### src/hdl/abs_pkg.sv
package abs_pkg;
   // Register byte addresses (printed offset 0x0B is not a multiple of four: index times four)
   localparam logic [7:0] ABS_IDX_STATUS = 8'h0B;
   localparam logic [7:0] ABS_IDX_SETUP_ONE = 8'h0C;
   localparam logic [7:0] ABS_IDX_SETUP_TWO = 8'h0D;
   localparam logic [7:0] ABS_IDX_SETUP_IRQ = 8'h0E;
   localparam logic [9:0] ABS_ADDR_STATUS = {ABS_IDX_STATUS, 2'b00};
   localparam logic [9:0] ABS_ADDR_SETUP_ONE = {ABS_IDX_SETUP_ONE, 2'b00};
   localparam logic [9:0] ABS_ADDR_SETUP_TWO = {ABS_IDX_SETUP_TWO, 2'b00};
   localparam logic [9:0] ABS_ADDR_SETUP_IRQ = {ABS_IDX_SETUP_IRQ, 2'b00};
   // Status field positions
   localparam int ABS_WMRK_BIT = 7;
   localparam int ABS_OVF_BIT = 6;
   localparam int ABS_CNT_MSB = 5;
   // Setup one: mode field; setup two: flush bit and watermark level
   localparam int ABS_MODE_LSB = 0;
   localparam int ABS_FLUSH_BIT = 7;
   localparam int ABS_LEVEL_MSB = 5;
   // Irq setup: enable and pin select
   localparam int ABS_IRQ_EN_BIT = 0;
   localparam int ABS_IRQ_SEL_BIT = 1;
   localparam logic [1:0] ABS_MODE_OFF = 2'b00;
   localparam logic [7:0] ABS_STATUS_RST = 8'h00;
   localparam logic [5:0] ABS_DEPTH = 6'h20;
   localparam logic [1:0] ABS_RESP_OKAY = 2'b00;
   localparam logic [1:0] ABS_RESP_SLVERR = 2'b10;
endpackage

### src/hdl/abs_status_flags.sv
// Local design decision: the AXI4-Lite interface to the registers.
`timescale 1ns/10ps
module abs_status_flags #(
   parameter int DEPTH = 32
) (
   input wire logic clk,
   input wire logic rst,
   input wire logic sampleWrite,
   input wire logic sampleRead,
   output logic irqPinOne,
   output logic irqPinTwo,
   input wire logic [31:0] s_axi_awaddr,
   input wire logic s_axi_awvalid,
   output logic s_axi_awready,
   input wire logic [31:0] s_axi_wdata,
   input wire logic [3:0] s_axi_wstrb,
   input wire logic s_axi_wvalid,
   output logic s_axi_wready,
   output logic [1:0] s_axi_bresp,
   output logic s_axi_bvalid,
   input wire logic s_axi_bready,
   input wire logic [31:0] s_axi_araddr,
   input wire logic s_axi_arvalid,
   output logic s_axi_arready,
   output logic [31:0] s_axi_rdata,
   output logic [1:0] s_axi_rresp,
   output logic s_axi_rvalid,
   input wire logic s_axi_rready
);
   import abs_pkg::*;

   // Refuse any depth other than 32, at elaboration
   if (DEPTH != 32)
   begin : g_depthCheck
      $error("abs_status_flags: DEPTH must be 32");
   end

   logic [1:0] mode_q;
   logic [5:0] level_q;
   logic irqEn_q;
   logic irqSel_q;
   logic [5:0] count_q;
   logic [5:0] count_d;
   logic wmrk_q;
   logic ovf_q;
   logic [9:0] awAddr_q;
   logic awHave_q;
   logic [31:0] wData_q;
   logic [3:0] wStrb_q;
   logic wHave_q;

   // Write channel capture in either order; response after both
   wire doWrite = awHave_q && wHave_q && !s_axi_bvalid;
   wire hitOne = awAddr_q == ABS_ADDR_SETUP_ONE;
   wire hitTwo = awAddr_q == ABS_ADDR_SETUP_TWO;
   wire hitIrq = awAddr_q == ABS_ADDR_SETUP_IRQ;
   wire hitStat = awAddr_q == ABS_ADDR_STATUS;
   wire wMapped = hitOne || hitTwo || hitIrq || hitStat;
   wire lane0 = wStrb_q[0];
   wire modeWr = doWrite && hitOne && lane0;
   wire [1:0] newMode = wData_q[ABS_MODE_LSB +: 2];
   wire disableNow = modeWr && (newMode == ABS_MODE_OFF);
   wire flushNow = doWrite && hitTwo && lane0 && wData_q[ABS_FLUSH_BIT];
   wire bufOn = mode_q != ABS_MODE_OFF;
   wire clearAll = disableNow || flushNow || !bufOn;

   // Occupancy tracking; overflow when a sample arrives on a full buffer and no read is taken in the same cycle
   wire full = count_q == ABS_DEPTH;
   wire doRead = sampleRead && (count_q != 6'h00);
   wire doPut = sampleWrite && bufOn;
   wire ovfEvent = doPut && full && !doRead;
   always_comb
   begin
      count_d = count_q;
      if (clearAll)
         count_d = 6'h00;
      else if (doPut && !doRead && !full)
         count_d = count_q + 6'h01;
      else if (doRead && !doPut)
         count_d = count_q - 6'h01;
   end

   // Status as seen by software; zero while disabled
   wire [7:0] statusView = bufOn ? {wmrk_q, ovf_q, count_q} : ABS_STATUS_RST;

   always_ff @(posedge clk or posedge rst)
   begin
      if (rst)
      begin
         count_q <= 6'h00;
         wmrk_q <= 1'b0;
         ovf_q <= 1'b0;
      end
      else
      begin
         count_q <= count_d;
         wmrk_q <= !clearAll && (count_d >= level_q);
         if (clearAll || doRead)
            ovf_q <= ovfEvent;
         else if (ovfEvent)
            ovf_q <= 1'b1;
      end
   end

   // Control registers
   always_ff @(posedge clk or posedge rst)
   begin
      if (rst)
      begin
         mode_q <= ABS_MODE_OFF;
         level_q <= 6'h00;
         irqEn_q <= 1'b0;
         irqSel_q <= 1'b0;
      end
      else
      begin
         if (modeWr)
            mode_q <= newMode;
         if (doWrite && hitTwo && lane0)
            level_q <= wData_q[ABS_LEVEL_MSB:0];
         if (doWrite && hitIrq && lane0)
         begin
            irqEn_q <= wData_q[ABS_IRQ_EN_BIT];
            irqSel_q <= wData_q[ABS_IRQ_SEL_BIT];
         end
      end
   end

   // Interrupt routing to one of two pins
   always_ff @(posedge clk or posedge rst)
   begin
      if (rst)
      begin
         irqPinOne <= 1'b0;
         irqPinTwo <= 1'b0;
      end
      else
      begin
         irqPinOne <= irqEn_q && !irqSel_q && wmrk_q && bufOn;
         irqPinTwo <= irqEn_q && irqSel_q && wmrk_q && bufOn;
      end
   end

   // AXI write path
   always_ff @(posedge clk or posedge rst)
   begin
      if (rst)
      begin
         awHave_q <= 1'b0;
         wHave_q <= 1'b0;
         awAddr_q <= 10'h000;
         wData_q <= 32'h00000000;
         wStrb_q <= 4'h0;
         s_axi_awready <= 1'b0;
         s_axi_wready <= 1'b0;
         s_axi_bvalid <= 1'b0;
         s_axi_bresp <= ABS_RESP_OKAY;
      end
      else
      begin
         s_axi_awready <= !awHave_q && !s_axi_awready && s_axi_awvalid;
         s_axi_wready <= !wHave_q && !s_axi_wready && s_axi_wvalid;
         if (s_axi_awvalid && s_axi_awready)
         begin
            awHave_q <= 1'b1;
            awAddr_q <= s_axi_awaddr[9:0];
         end
         if (s_axi_wvalid && s_axi_wready)
         begin
            wHave_q <= 1'b1;
            wData_q <= s_axi_wdata;
            wStrb_q <= s_axi_wstrb;
         end
         if (doWrite)
         begin
            s_axi_bvalid <= 1'b1;
            s_axi_bresp <= (wMapped && !hitStat) ? ABS_RESP_OKAY : ABS_RESP_SLVERR;
            awHave_q <= 1'b0;
            wHave_q <= 1'b0;
         end
         else if (s_axi_bvalid && s_axi_bready)
            s_axi_bvalid <= 1'b0;
      end
   end

   // AXI read path
   wire [9:0] rAddr = s_axi_araddr[9:0];
   wire rHitStat = rAddr == ABS_ADDR_STATUS;
   wire rHitOne = rAddr == ABS_ADDR_SETUP_ONE;
   wire rHitTwo = rAddr == ABS_ADDR_SETUP_TWO;
   wire rHitIrq = rAddr == ABS_ADDR_SETUP_IRQ;
   wire rMapped = rHitStat || rHitOne || rHitTwo || rHitIrq;
   wire [7:0] rByte = rHitStat ? statusView :
                      rHitOne ? {6'h00, mode_q} :
                      rHitTwo ? {2'b00, level_q} :
                      rHitIrq ? {6'h00, irqSel_q, irqEn_q} : 8'h00;
   always_ff @(posedge clk or posedge rst)
   begin
      if (rst)
      begin
         s_axi_arready <= 1'b0;
         s_axi_rvalid <= 1'b0;
         s_axi_rdata <= 32'h00000000;
         s_axi_rresp <= ABS_RESP_OKAY;
      end
      else
      begin
         s_axi_arready <= !s_axi_rvalid && !s_axi_arready && s_axi_arvalid;
         if (s_axi_arvalid && s_axi_arready)
         begin
            s_axi_rvalid <= 1'b1;
            s_axi_rdata <= {24'h000000, rByte};
            s_axi_rresp <= rMapped ? ABS_RESP_OKAY : ABS_RESP_SLVERR;
         end
         else if (s_axi_rvalid && s_axi_rready)
            s_axi_rvalid <= 1'b0;
      end
   end
endmodule

### config.mk
export PLATFORM = sky130hd
export DESIGN_NAME = abs_status_flags
export DESIGN_NICKNAME = d
export VERILOG_FILES = /design/src/hdl/abs_pkg.sv /design/src/hdl/abs_status_flags.sv
export SDC_FILE = /design/constraint.sdc
export NUM_CORES = 1
export LEC_CHECK = 0
export ABC_AREA = 1
export BUFFER_PORTS_ARGS = -buffer_cell sky130_fd_sc_hd__buf_4
export CAP_MARGIN = 20
export CORE_AREA = 2 2 87 89
export CTS_CLUSTER_DIAMETER = 80
export DETAILED_ROUTE_END_ITERATION = 10
export DIE_AREA = 0 0 89 91
export PLACE_DENSITY = 0.88
export SKIP_CTS_REPAIR_TIMING = 1
export SYNTH_ARGS = -nofsm -noshare
export SYNTH_HDL_FRONTEND = slang
export SYNTH_SLANG_ARGS = --single-unit
### constraint.sdc
create_clock -name clk -period 3.4 [get_ports clk]
set_clock_uncertainty 0.15 [all_clocks]
set_input_delay 0.51 -clock clk [delete_from_list [all_inputs] [get_ports clk]]
set_output_delay 0.51 -clock clk [all_outputs]
set_load 0.05 [all_outputs]
== After elaboration in Yosys (flattened, before gate mapping) ==
Index checks and enable logic that the tools add are counted.
Storage, ports and cells
  register bits after elaboration: 58
  latch bits: 0
  bits in writable memories: 0
  memories: 0
  word-level logic and storage cells: 121
  input port bits: 109
  memory bits (read-only): 0
Cells by class
  add/sub/neg operators: 2
  $lt $le $gt $ge: 1
  reductions and logical operators: 67
  muxes and demuxes: 20
  divide/modulo/power cells: 0
  equality and inequality tests: 9
  multipliers: 0
  shifts and indexed selects: 0
  bitwise operators: 0
Operators with widths (number)
  $eq 10x6->1 const B: 8
  $logic_and 1x1->1: 36
  $mux 6: 5
  $mux 8: 2
  $logic_not 1->1: 14
  $reduce_bool 2->1: 6
  $mux 1: 10
  $logic_or 1x1->1: 9
  $add 6x1->6 const B: 1
  $eq 6x6->1 const B: 1
  $ge 6x6->1: 1
  $mux 2: 3
  $reduce_bool 6->1: 1
  $sub 6x1->6 const B: 1
  $logic_not 2->1: 1

== Longest topological paths before layout ==
Gate-level depths: netlist of run 1.
  depth after elaboration: 10
  mapped depth: 17
  mapped depth without buffers: 17

== Worst setup path after synthesis of run 1 ==
OpenSTA, ideal clock, no wires.
  path kind: reg-to-reg
  start point: register count_q[0]
  end point: register wmrk_q
  cell stages (with the launch flop): 16
  setup slack: 0.989 ns
  data arrival time: 2.136 ns
  period minus slack after synthesis: 2.411 ns
  path buffers: 0
  library setup time: 0.125 ns
  path through: dfrtp_1 > inv_1 > ha_1 > nor3b_2 > nand3_2 > nand3_4 > nand2_1 > nand2_1 > nor2_1 > ha_1 > nand2_1 > inv_1 > o21ai_0 > nand3_1 > nor2_1 > nor2_1
Between the ends
  cells in the longest elaborated chain, start to end: 9
  elaborated cells between the ends (all ways): 15
RTL lines
  start, declared: line abs_status_flags.sv:42  | logic [5:0] count_q;
  start signal, assigned: line abs_status_flags.sv:96  | count_q <= count_d;
  branches (longest 5 deep; another with $sub 6x1->6)
  $mux 6 (*): line abs_status_flags.sv:77  | else if (doPut && !doRead && !full)
  $mux 6 (*): line abs_status_flags.sv:75  | if (clearAll)
  named net count_d[3]: line abs_status_flags.sv:43  | logic [5:0] count_d;
  $ge 6x6->1 (*): line abs_status_flags.sv:97  | wmrk_q <= !clearAll && (count_d >= level_q);
  $logic_and 1x1->1 (*): line abs_status_flags.sv:97
  end signal, assigned: line abs_status_flags.sv:97
  end, declared: line abs_status_flags.sv:44  | logic wmrk_q;
Mark *: on every way through the listed nets, which the timed path passes.
A chain may end at the register's enable or synchronous reset.

== Final worst setup path of run 1 ==
Same ends and word-level chain as after synthesis.

==> results.cfg, run 1 <==
[status]
outcome = completed

[placed_design]
gp_congestion = 0.840
dp_hpwl_um = 5020
port_buffers = 53
place_inst = 561

[yosys]
synthCells = 417
synth.distinct_cells = 33
yosysTopAreaCellShare_pct = 42.0
yosysMostFrequentCell = nand2_1
ys.flop_type = dfrtp_1
async_reset_ff_share_pct = 100
synth_warnings = 0
ys_seq_area_share_pct = 42.0
netlist_area_um2 = 3280
postSynthAreaPerCell_um2 = 7.86
ys_ff_latch = 55
yosys-top-cells-count = nand2_1 (123), dfrtp_1 (55), inv_1 (47)
synth_area_leaders = dfrtp_1 (42%), nand2_1 (14%), buf_4 (6.0%), inv_1 (5.4%), nand3_1 (4.6%)
synth_top_cell_by_area = dfrtp_1
synth_edf_count = 0

[final_layout]
drive_gt1_share_pct = 19.3
area_delta_synth_final_pct = 14.8
antenna_cells = 0
fill_cells = 686
nets = 589
fin_cells = 570
final_util_pct = 52.7

[power_and_ir_drop]
p_leak_nw = 1.98
p_seq_share_pct = 47.7
p_sw_share_pct = 40.1
p_int_mw = 1.15
p_sw_mw = 0.768
power_frac_comb_pct = 33.5
peakVddDrop_v = 0.000407
clock_power_share_pct = 18.7
p_per_area_nw_per_um2 = 509

[critical_path]
start_kind = flip-flop
path_cells = inv_1, ha_1, nor3b_2, nand3_2, nand3_4, nand2_1, nand2_1, nor2_1, ha_1, nand2_1, inv_1, o21ai_0, nand3_1, nor2_1, nor2_1
reg2regPathDepth = 15
reg2reg_to = wmrk_q$_DFF_PP0_
rr_startpoint = count_q[0]$_DFF_PP0_
cp_slowest_stage_delay_ps = 460
required_ps = 3450
timing_worst_setup_path_type = reg -> reg
critical_path_arrival_ps = 2860
crit_family = simple AND/OR/NAND/NOR gates
path_max_fanout = 7
rrSetupSlack_ps = 590
critPathCaptureType = flip-flop
cp_num_buf_inv = 2
crit_slowest_cell = dfrtp_1

[floorplanning]
die_w_um = 89
core_um2 = 7140
num_io_pins = 152
start_util_pct = 45.9
dieArea_um2 = 8100
die_h_um = 91
rows = 31

[clock_tree]
cts_inserted_buffers = 5
cts_htree_levels = 2
cts-root-buf = clkbuf_8
cts.clk_slew.worst_paths_ps = 100
cts_tree = yes
cts_buffer_depth = 2
worstSkewPairLatency_ps = 310
clkSinkCount = 55

[route]
wirelength_um = 6520
ant_nets = 0
drt_iter0_drc = 176
wl_per_cell_um = 11.4
drt-pass1-iter-count = 4
drc_errors = 0
avgViaCountPerCell = 4.71
vias = 2683

[min_path]
whs_path_depth = 2
min_to = s_axi_bvalid$_DFFE_PP0P_
hold_start = s_axi_bready
hold_class = in -> reg

[grt]
grt_pass1_vias = 2568
antenna_found_initial = 0
grt_max_degree = 56
grt_overflow = 0
grt.total_usage_pct = 17.3
grt_pass1_wl_um = 11200

[sta]
period_needed_ps = 2810
setup_viol = 0
finalMaxSlewViolations = 0
hold_viol = 0
holdWs_ps = 211
grt_setup_unrepaired = false
post-route-period-util_pct = 82.5
fmax_mhz = 356
finalSetupTns_ps = 0

[job]
cap_violations = 0
-- power groups by stage --
stage / logic, mW / clock network, mW / registers, mW
global placement: 0.618 / 0 / 0.916
detailed placement: 0.640 / 0 / 0.925
global route: 0.717 / 0.396 / 0.933
floorplan: 0.357 / 0 / 1.04
CTS: 0.645 / 0.373 / 0.914
finish: 0.643 / 0.359 / 0.914
-- area by class of cell --
type | instances | area [um2] | area share, %
sequential | 55 | 1380 | 36.6
inverter | 50 | 190 | 5.06
multi-input combinational | 304 | 1560 | 41.4
tap | 99 | 124 | 3.29
clock buffer | 5 | 68.8 | 1.83
timing repair buffer | 55 | 428 | 11.4
clock inverter | 2 | 17.5 | 0.466
-- cell families (layout without fill, tap and decap cells) --
family,Yosys count,count (layout),synth area share [%]
AOI/OAI and AO/OA,32,32,5.35
DFF,55,55,42.0
xor gates and xnor gates,6,6,1.60
other,1,26,0.114
adders and majority gates,9,9,3.44
and+or+nand+nor,231,231,34.1
buffers and inverters,83,112,13.4
-- layout by cell type, fill, tap and decap left out, drive strengths merged --
cell type    netlist  layout
nand2            128     128
dfrtp             55      55
buf               32      54
inv               50      51
nor2              51      51
nand3             36      36
conb               1      26
o21ai             24      24
nand4             10      10
ha                 9       9
a31oi              5       5
xor2               5       5
clkbuf             1       5
nor3b              4       4
nor3               2       2
xnor2              1       1
o21bai             1       1
a21oi              1       1
o2111a             1       1
clkinv             0       1
dlygate4sd3        0       1
-- sequential cells by signal (all words and copies together), names as in the netlist, 2 cells and up --
signal,cells
wData_q,7
s_axi_rdata,8
awAddr_q,10
count_q,6
level_q,6
mode_q,2
-- worst max-delay path by stage --
stage,cells after the start,start,to,slack (ps)
after global placement,15,count_q[0]$_DFF_PP0_,wmrk_q$_DFF_PP0_,700
after floorplan,15,count_q[0]$_DFF_PP0_,wmrk_q$_DFF_PP0_,990
after global routing,14,count_q[0]$_DFF_PP0_,wmrk_q$_DFF_PP0_,330
after detailed placement,15,count_q[0]$_DFF_PP0_,wmrk_q$_DFF_PP0_,640
final,15,count_q[0]$_DFF_PP0_,wmrk_q$_DFF_PP0_,590
after CTS,15,count_q[0]$_DFF_PP0_,wmrk_q$_DFF_PP0_,640
-- through the flow --
step	setup slack, ps	power (mW)	area [um2]
final	594	1.92	3760
after global routing	327	2.05	3760
after CTS	642	1.93	3730
after detailed placement	645	1.57	3640
after global placement	701	1.53	3640
after floorplan	989	1.40	3370
-- routing by layer --
metal,global-route usage [%],wire length (um),vias to the layer above
met5,0,0,-
met4,5.35,102,0
met3,3.00,365,8
met2,29.4,3220,78
met1,22.1,2830,1228
li1,-,-,1369
No activity file was read; power rests on OpenSTA's default activity.
==> run 2, diff against run 1 <==
Clock period 3.4 ns to 2.8 ns, I/O delays scaled along.
==> run 2 against run 1 <==
  * Register-to-register slack worse by 340 ps
  * Utilization increased by 0.63 points
  * First-iteration DRC count fell by 14%
  * Highest routed layer unchanged
  * Setup slack worse by 340 ps
  * Routed wire length rose by 0.97%
  * Final cell count increased by 0.35%
  * Critical endpoint unchanged
==> results.cfg, run 2 (same netlist as run 1, synthesis figures left out) <==
[final_layout]
final_common_cell = nand2_1
area_delta_synth_final_pct = 16.2
final_cell_mix = nand2_1 (123), buf_4 (56), dfrtp_1 (53)
drive_gt1_share_pct = 21.1
antenna_cells = 0
reg_top3 = awAddr_q (10), s_axi_rdata (8), wData_q (7)
nets = 590
top_register = awAddr_q
largest_reg_flops = 10

[placed_design]
gp_congestion = 0.839
port_buffers = 53
dp_hpwl_um = 5070

[floorplanning]
dieArea_um2 = 8100
die_w_um = 89
rows = 31
core_um2 = 7140
start_util_pct = 45.9
num_io_pins = 152
die_h_um = 91

[sta]
fmax_mhz = 392
post-route-period-util_pct = 91.0
finalMaxSlewViolations = 0
tightest_slew_ps = 669
holdWs_ps = 125
finalSetupTns_ps = 0
hold_viol = 0
period_needed_ps = 2550
grt_setup_unrepaired = false
slew_headroom_pct = 55.4
setup_viol = 0

[clock_tree]
cts_tree = yes
cts-root-buf = clkbuf_8
cts_inserted_buffers = 5
cts_htree_levels = 2
clkSinkCount = 55
cts_buffer_depth = 2
cts.clk_slew.worst_paths_ps = 110
worstSkewPairLatency_ps = 310

[min_path]
hold_class = in -> async

[route]
avgViaCountPerCell = 4.83
drt-pass1-iter-count = 4
drt_iter0_drc = 151
vias = 2760
ant_nets = 0
wl_per_cell_um = 11.5
drc_errors = 0
wirelength_um = 6580

[grt]
grt_pass1_vias = 2645
grt_overflow = 0
grt_pass1_wl_um = 11300
grt.total_usage_pct = 17.2
antenna_found_initial = 0
grt_max_degree = 56

[status]
outcome = completed

[critical_path]
path_max_fanout = 7
timing_worst_setup_path_type = reg -> reg
rrSetupSlack_ps = 250
critical_path_arrival_ps = 2640
start_kind = flip-flop
required_ps = 2890
critPathCaptureType = flip-flop
reg2regPathDepth = 15

[job]
cap_violations = 0

[power_and_ir_drop]
peakVddDrop_v = 0.000527
p_per_area_nw_per_um2 = 621
p_leak_nw = 1.99
run 2: power breakdown:
part           leakage, nW  switching [mW]  internal (mW)
sequential           0.714           0.119          0.986
combinational         1.22           0.550          0.228
clock               0.0533           0.271          0.209
total                 1.99           0.940           1.42
run 2: final cells by class:
type	count	area (um2)
inverters	50	190
flip-flops and latches	55	1380
well taps	99	124
multi-input cells	304	1590
fillers	671	3330
clock buffers	6	82.6
repair buffers	56	420
clock inverters	2	20.0
run 2: per-layer routing:
layer / part of all wire (%) / wire length, um / vias up / global-route usage, %
li1: - / - / 1374 / -
met1: 43 / 2860 / 1283 / 22.7
met2: 50 / 3270 / 92 / 28.8
met3: 5.5 / 361 / 11 / 3.27
met4: 1.2 / 82 / 0 / 4.73
met5: 0 / 0 / - / 0
run 2: through the flow:
stage	cell area (um2)	total power, mW	setup slack (ps)	util, %	std cells
2_1_floorplan	3370	1.69	389	-	442
3_3_place_gp	3670	1.86	160	51.4	564
3_5_place_dp	3670	1.90	70.0	51.4	564
4_1_cts	3770	2.38	60.1	52.8	572
5_1_grt	3810	2.52	56.1	53.3	572
6_report	3810	2.36	252	53.3	572
run 2: final timing paths:
kind                                          from                  endpoint
hold / removal                                 rst       irqPinTwo$_DFF_PP0_
max in group asynchronous                      rst      count_q[1]$_DFF_PP0_
hold reg to reg            s_axi_awready$_DFF_PP0_   s_axi_awready$_DFF_PP0_
min in group clk                      s_axi_bready  s_axi_bvalid$_DFFE_PP0P_
setup / recovery              count_q[1]$_DFF_PP0_          wmrk_q$_DFF_PP0_
setup reg to reg              count_q[1]$_DFF_PP0_          wmrk_q$_DFF_PP0_
run 2: worst max-delay path: stages (launching register included):
cell,delay (ps)
dfrtp_2,460
inv_2,120
ha_4,160
nor3b_4,230
nand3_4,160
nand3_4,120
nand3_1,80
nand2_1,90
nor2_1,80
ha_1,300
inv_1,40
o21bai_1,130
nand4_1,100
nand3_1,110
nor2_2,50
nor2_1,90
==> run 3, diff against run 2 <==
Settings changed: PLACE_DENSITY 0.88 to 0.79.
==> run 3 against run 2 <==
  * Global-route usage fell by 0.63 points
  * Setup slack got worse by 46 ps
  * Critical endpoint unchanged
  * Worst hold slack got worse by 120 ps
  * Highest routed layer unchanged
  * Fmax fell by 1.8%
  * Clock power fell by 2%
  * Critical path type unchanged
==> results.cfg, run 3 (same netlist as run 1, synthesis figures left out) <==
[status]
outcome = completed

[sta]
setup_viol = 0
post-route-period-util_pct = 92.7
period_needed_ps = 2590
finalSetupTns_ps = 0
fmax_mhz = 385
grt_setup_unrepaired = false
hold_viol = 0
finalMaxSlewViolations = 0

[job]
cap_violations = 0

[critical_path]
timing_worst_setup_path_type = reg -> reg
reg2regPathDepth = 15
rrSetupSlack_ps = 210
reg2reg_to = wmrk_q$_DFF_PP0_
critical_path_arrival_ps = 2640
required_ps = 2850
path_max_fanout = 7
rr_startpoint = count_q[1]$_DFF_PP0_
critPathCaptureType = flip-flop
start_kind = flip-flop

[route]
wirelength_um = 6420
drt-pass1-iter-count = 5
vias = 2672
wl_per_cell_um = 11.2
drt_iter0_drc = 177
avgViaCountPerCell = 4.66
drc_errors = 0
ant_nets = 0

[final_layout]
largest_reg_flops = 10
nets = 591
final_common_cell = nand2_1
area_delta_synth_final_pct = 15.9
final_cell_mix = nand2_1 (123), buf_4 (56), dfrtp_1 (54)
fin_cells = 573
drive_gt1_share_pct = 20.5
top_register = awAddr_q
reg_top3 = awAddr_q (10), s_axi_rdata (8), wData_q (7)
antenna_cells = 0
fill_cells = 702

[floorplanning]
num_io_pins = 152
core_um2 = 7140
rows = 31
die_h_um = 91
die_w_um = 89
start_util_pct = 45.9
dieArea_um2 = 8100

[clock_tree]
clkSinkCount = 55
cts-root-buf = clkbuf_8
cts_inserted_buffers = 5
cts.clk_slew.worst_paths_ps = 100
worstSkewPairLatency_ps = 310
cts_buffer_depth = 2
cts_tree = yes
cts_htree_levels = 2

[grt]
grt_pass1_vias = 2510
grt_use_met1_pct = 21.8
grt_overflow = 0
gr-max-usage-layer = met2
grt_max_degree = 56
grt_pass1_wl_um = 10900
antenna_found_initial = 0
grt_use_met2_pct = 28.5
use_met3_pct = 3.09
grt.total_usage_pct = 16.6

[power_and_ir_drop]
p_leak_nw = 1.99
p_per_area_nw_per_um2 = 618
peakVddDrop_v = 0.000567

[placed_design]
gp_congestion = 0.818
dp_hpwl_um = 5110
port_buffers = 53
place_inst = 565

[min_path]
hold_class = in -> async
[run 3: per-layer routing]
metal	routed length, um	share of wire, %
met5	0	0
met1	2940	46
met3	280	4.4
met4	29	0.45
met2	3170	49
[run 3: how the worst max path moves through the flow]
stage / from / end / slack [ps] / depth (start not counted)
4_1_cts: count_q[1]$_DFF_PP0_ / wmrk_q$_DFF_PP0_ / 140 / 15
5_1_grt: count_q[1]$_DFF_PP0_ / wmrk_q$_DFF_PP0_ / 40 / 17
3_5_place_dp: count_q[1]$_DFF_PP0_ / wmrk_q$_DFF_PP0_ / 150 / 15
3_3_place_gp: count_q[1]$_DFF_PP0_ / wmrk_q$_DFF_PP0_ / 220 / 18
2_1_floorplan: count_q[0]$_DFF_PP0_ / wmrk_q$_DFF_PP0_ / 390 / 15
6_report: count_q[1]$_DFF_PP0_ / wmrk_q$_DFF_PP0_ / 210 / 15
[run 3: power by group]
group | internal (mW) | switching (mW)
registers | 0.986 | 0.119
logic | 0.229 | 0.544
clock network | 0.207 | 0.262
[run 3: area by class of cell]
type	instances	area (um2)	share of cell area, %
clock buffers	6	82.6	2.17
repair buffers	57	440	11.6
clock inverters	2	18.8	0.494
multi-input cells	304	1560	41.2
flip-flops and latches	55	1380	36.3
inverters	50	190	5.01
well taps	99	124	3.26
[run 3: worst max-delay path, cell delays in order (launching register included)]
cell	delay [ps]
dfrtp_2	460
inv_2	100
ha_1	170
nor3b_2	270
nand3_4	170
nand3_4	120
nand2_1	60
nand2_1	70
nor2_1	60
ha_1	320
nand2_1	100
inv_1	40
o21ai_0	130
nand3_1	90
nor2_1	110
nor2_1	60
[run 3: per-stage QoR]
step / setup WS (ps) / power (mW) / hold WS [ps] / utilization [%] / area [um2]
global placement: 223 / 1.87 / 300 / 51.7 / 3690
CTS: 136 / 2.37 / 13.5 / 53.1 / 3790
floorplan: 389 / 1.69 / 295 / - / 3370
detailed placement: 153 / 1.90 / 299 / 51.7 / 3690
finish: 206 / 2.35 / 6.45 / 53.2 / 3800
global route: 37.0 / 2.51 / 25.8 / 53.2 / 3800
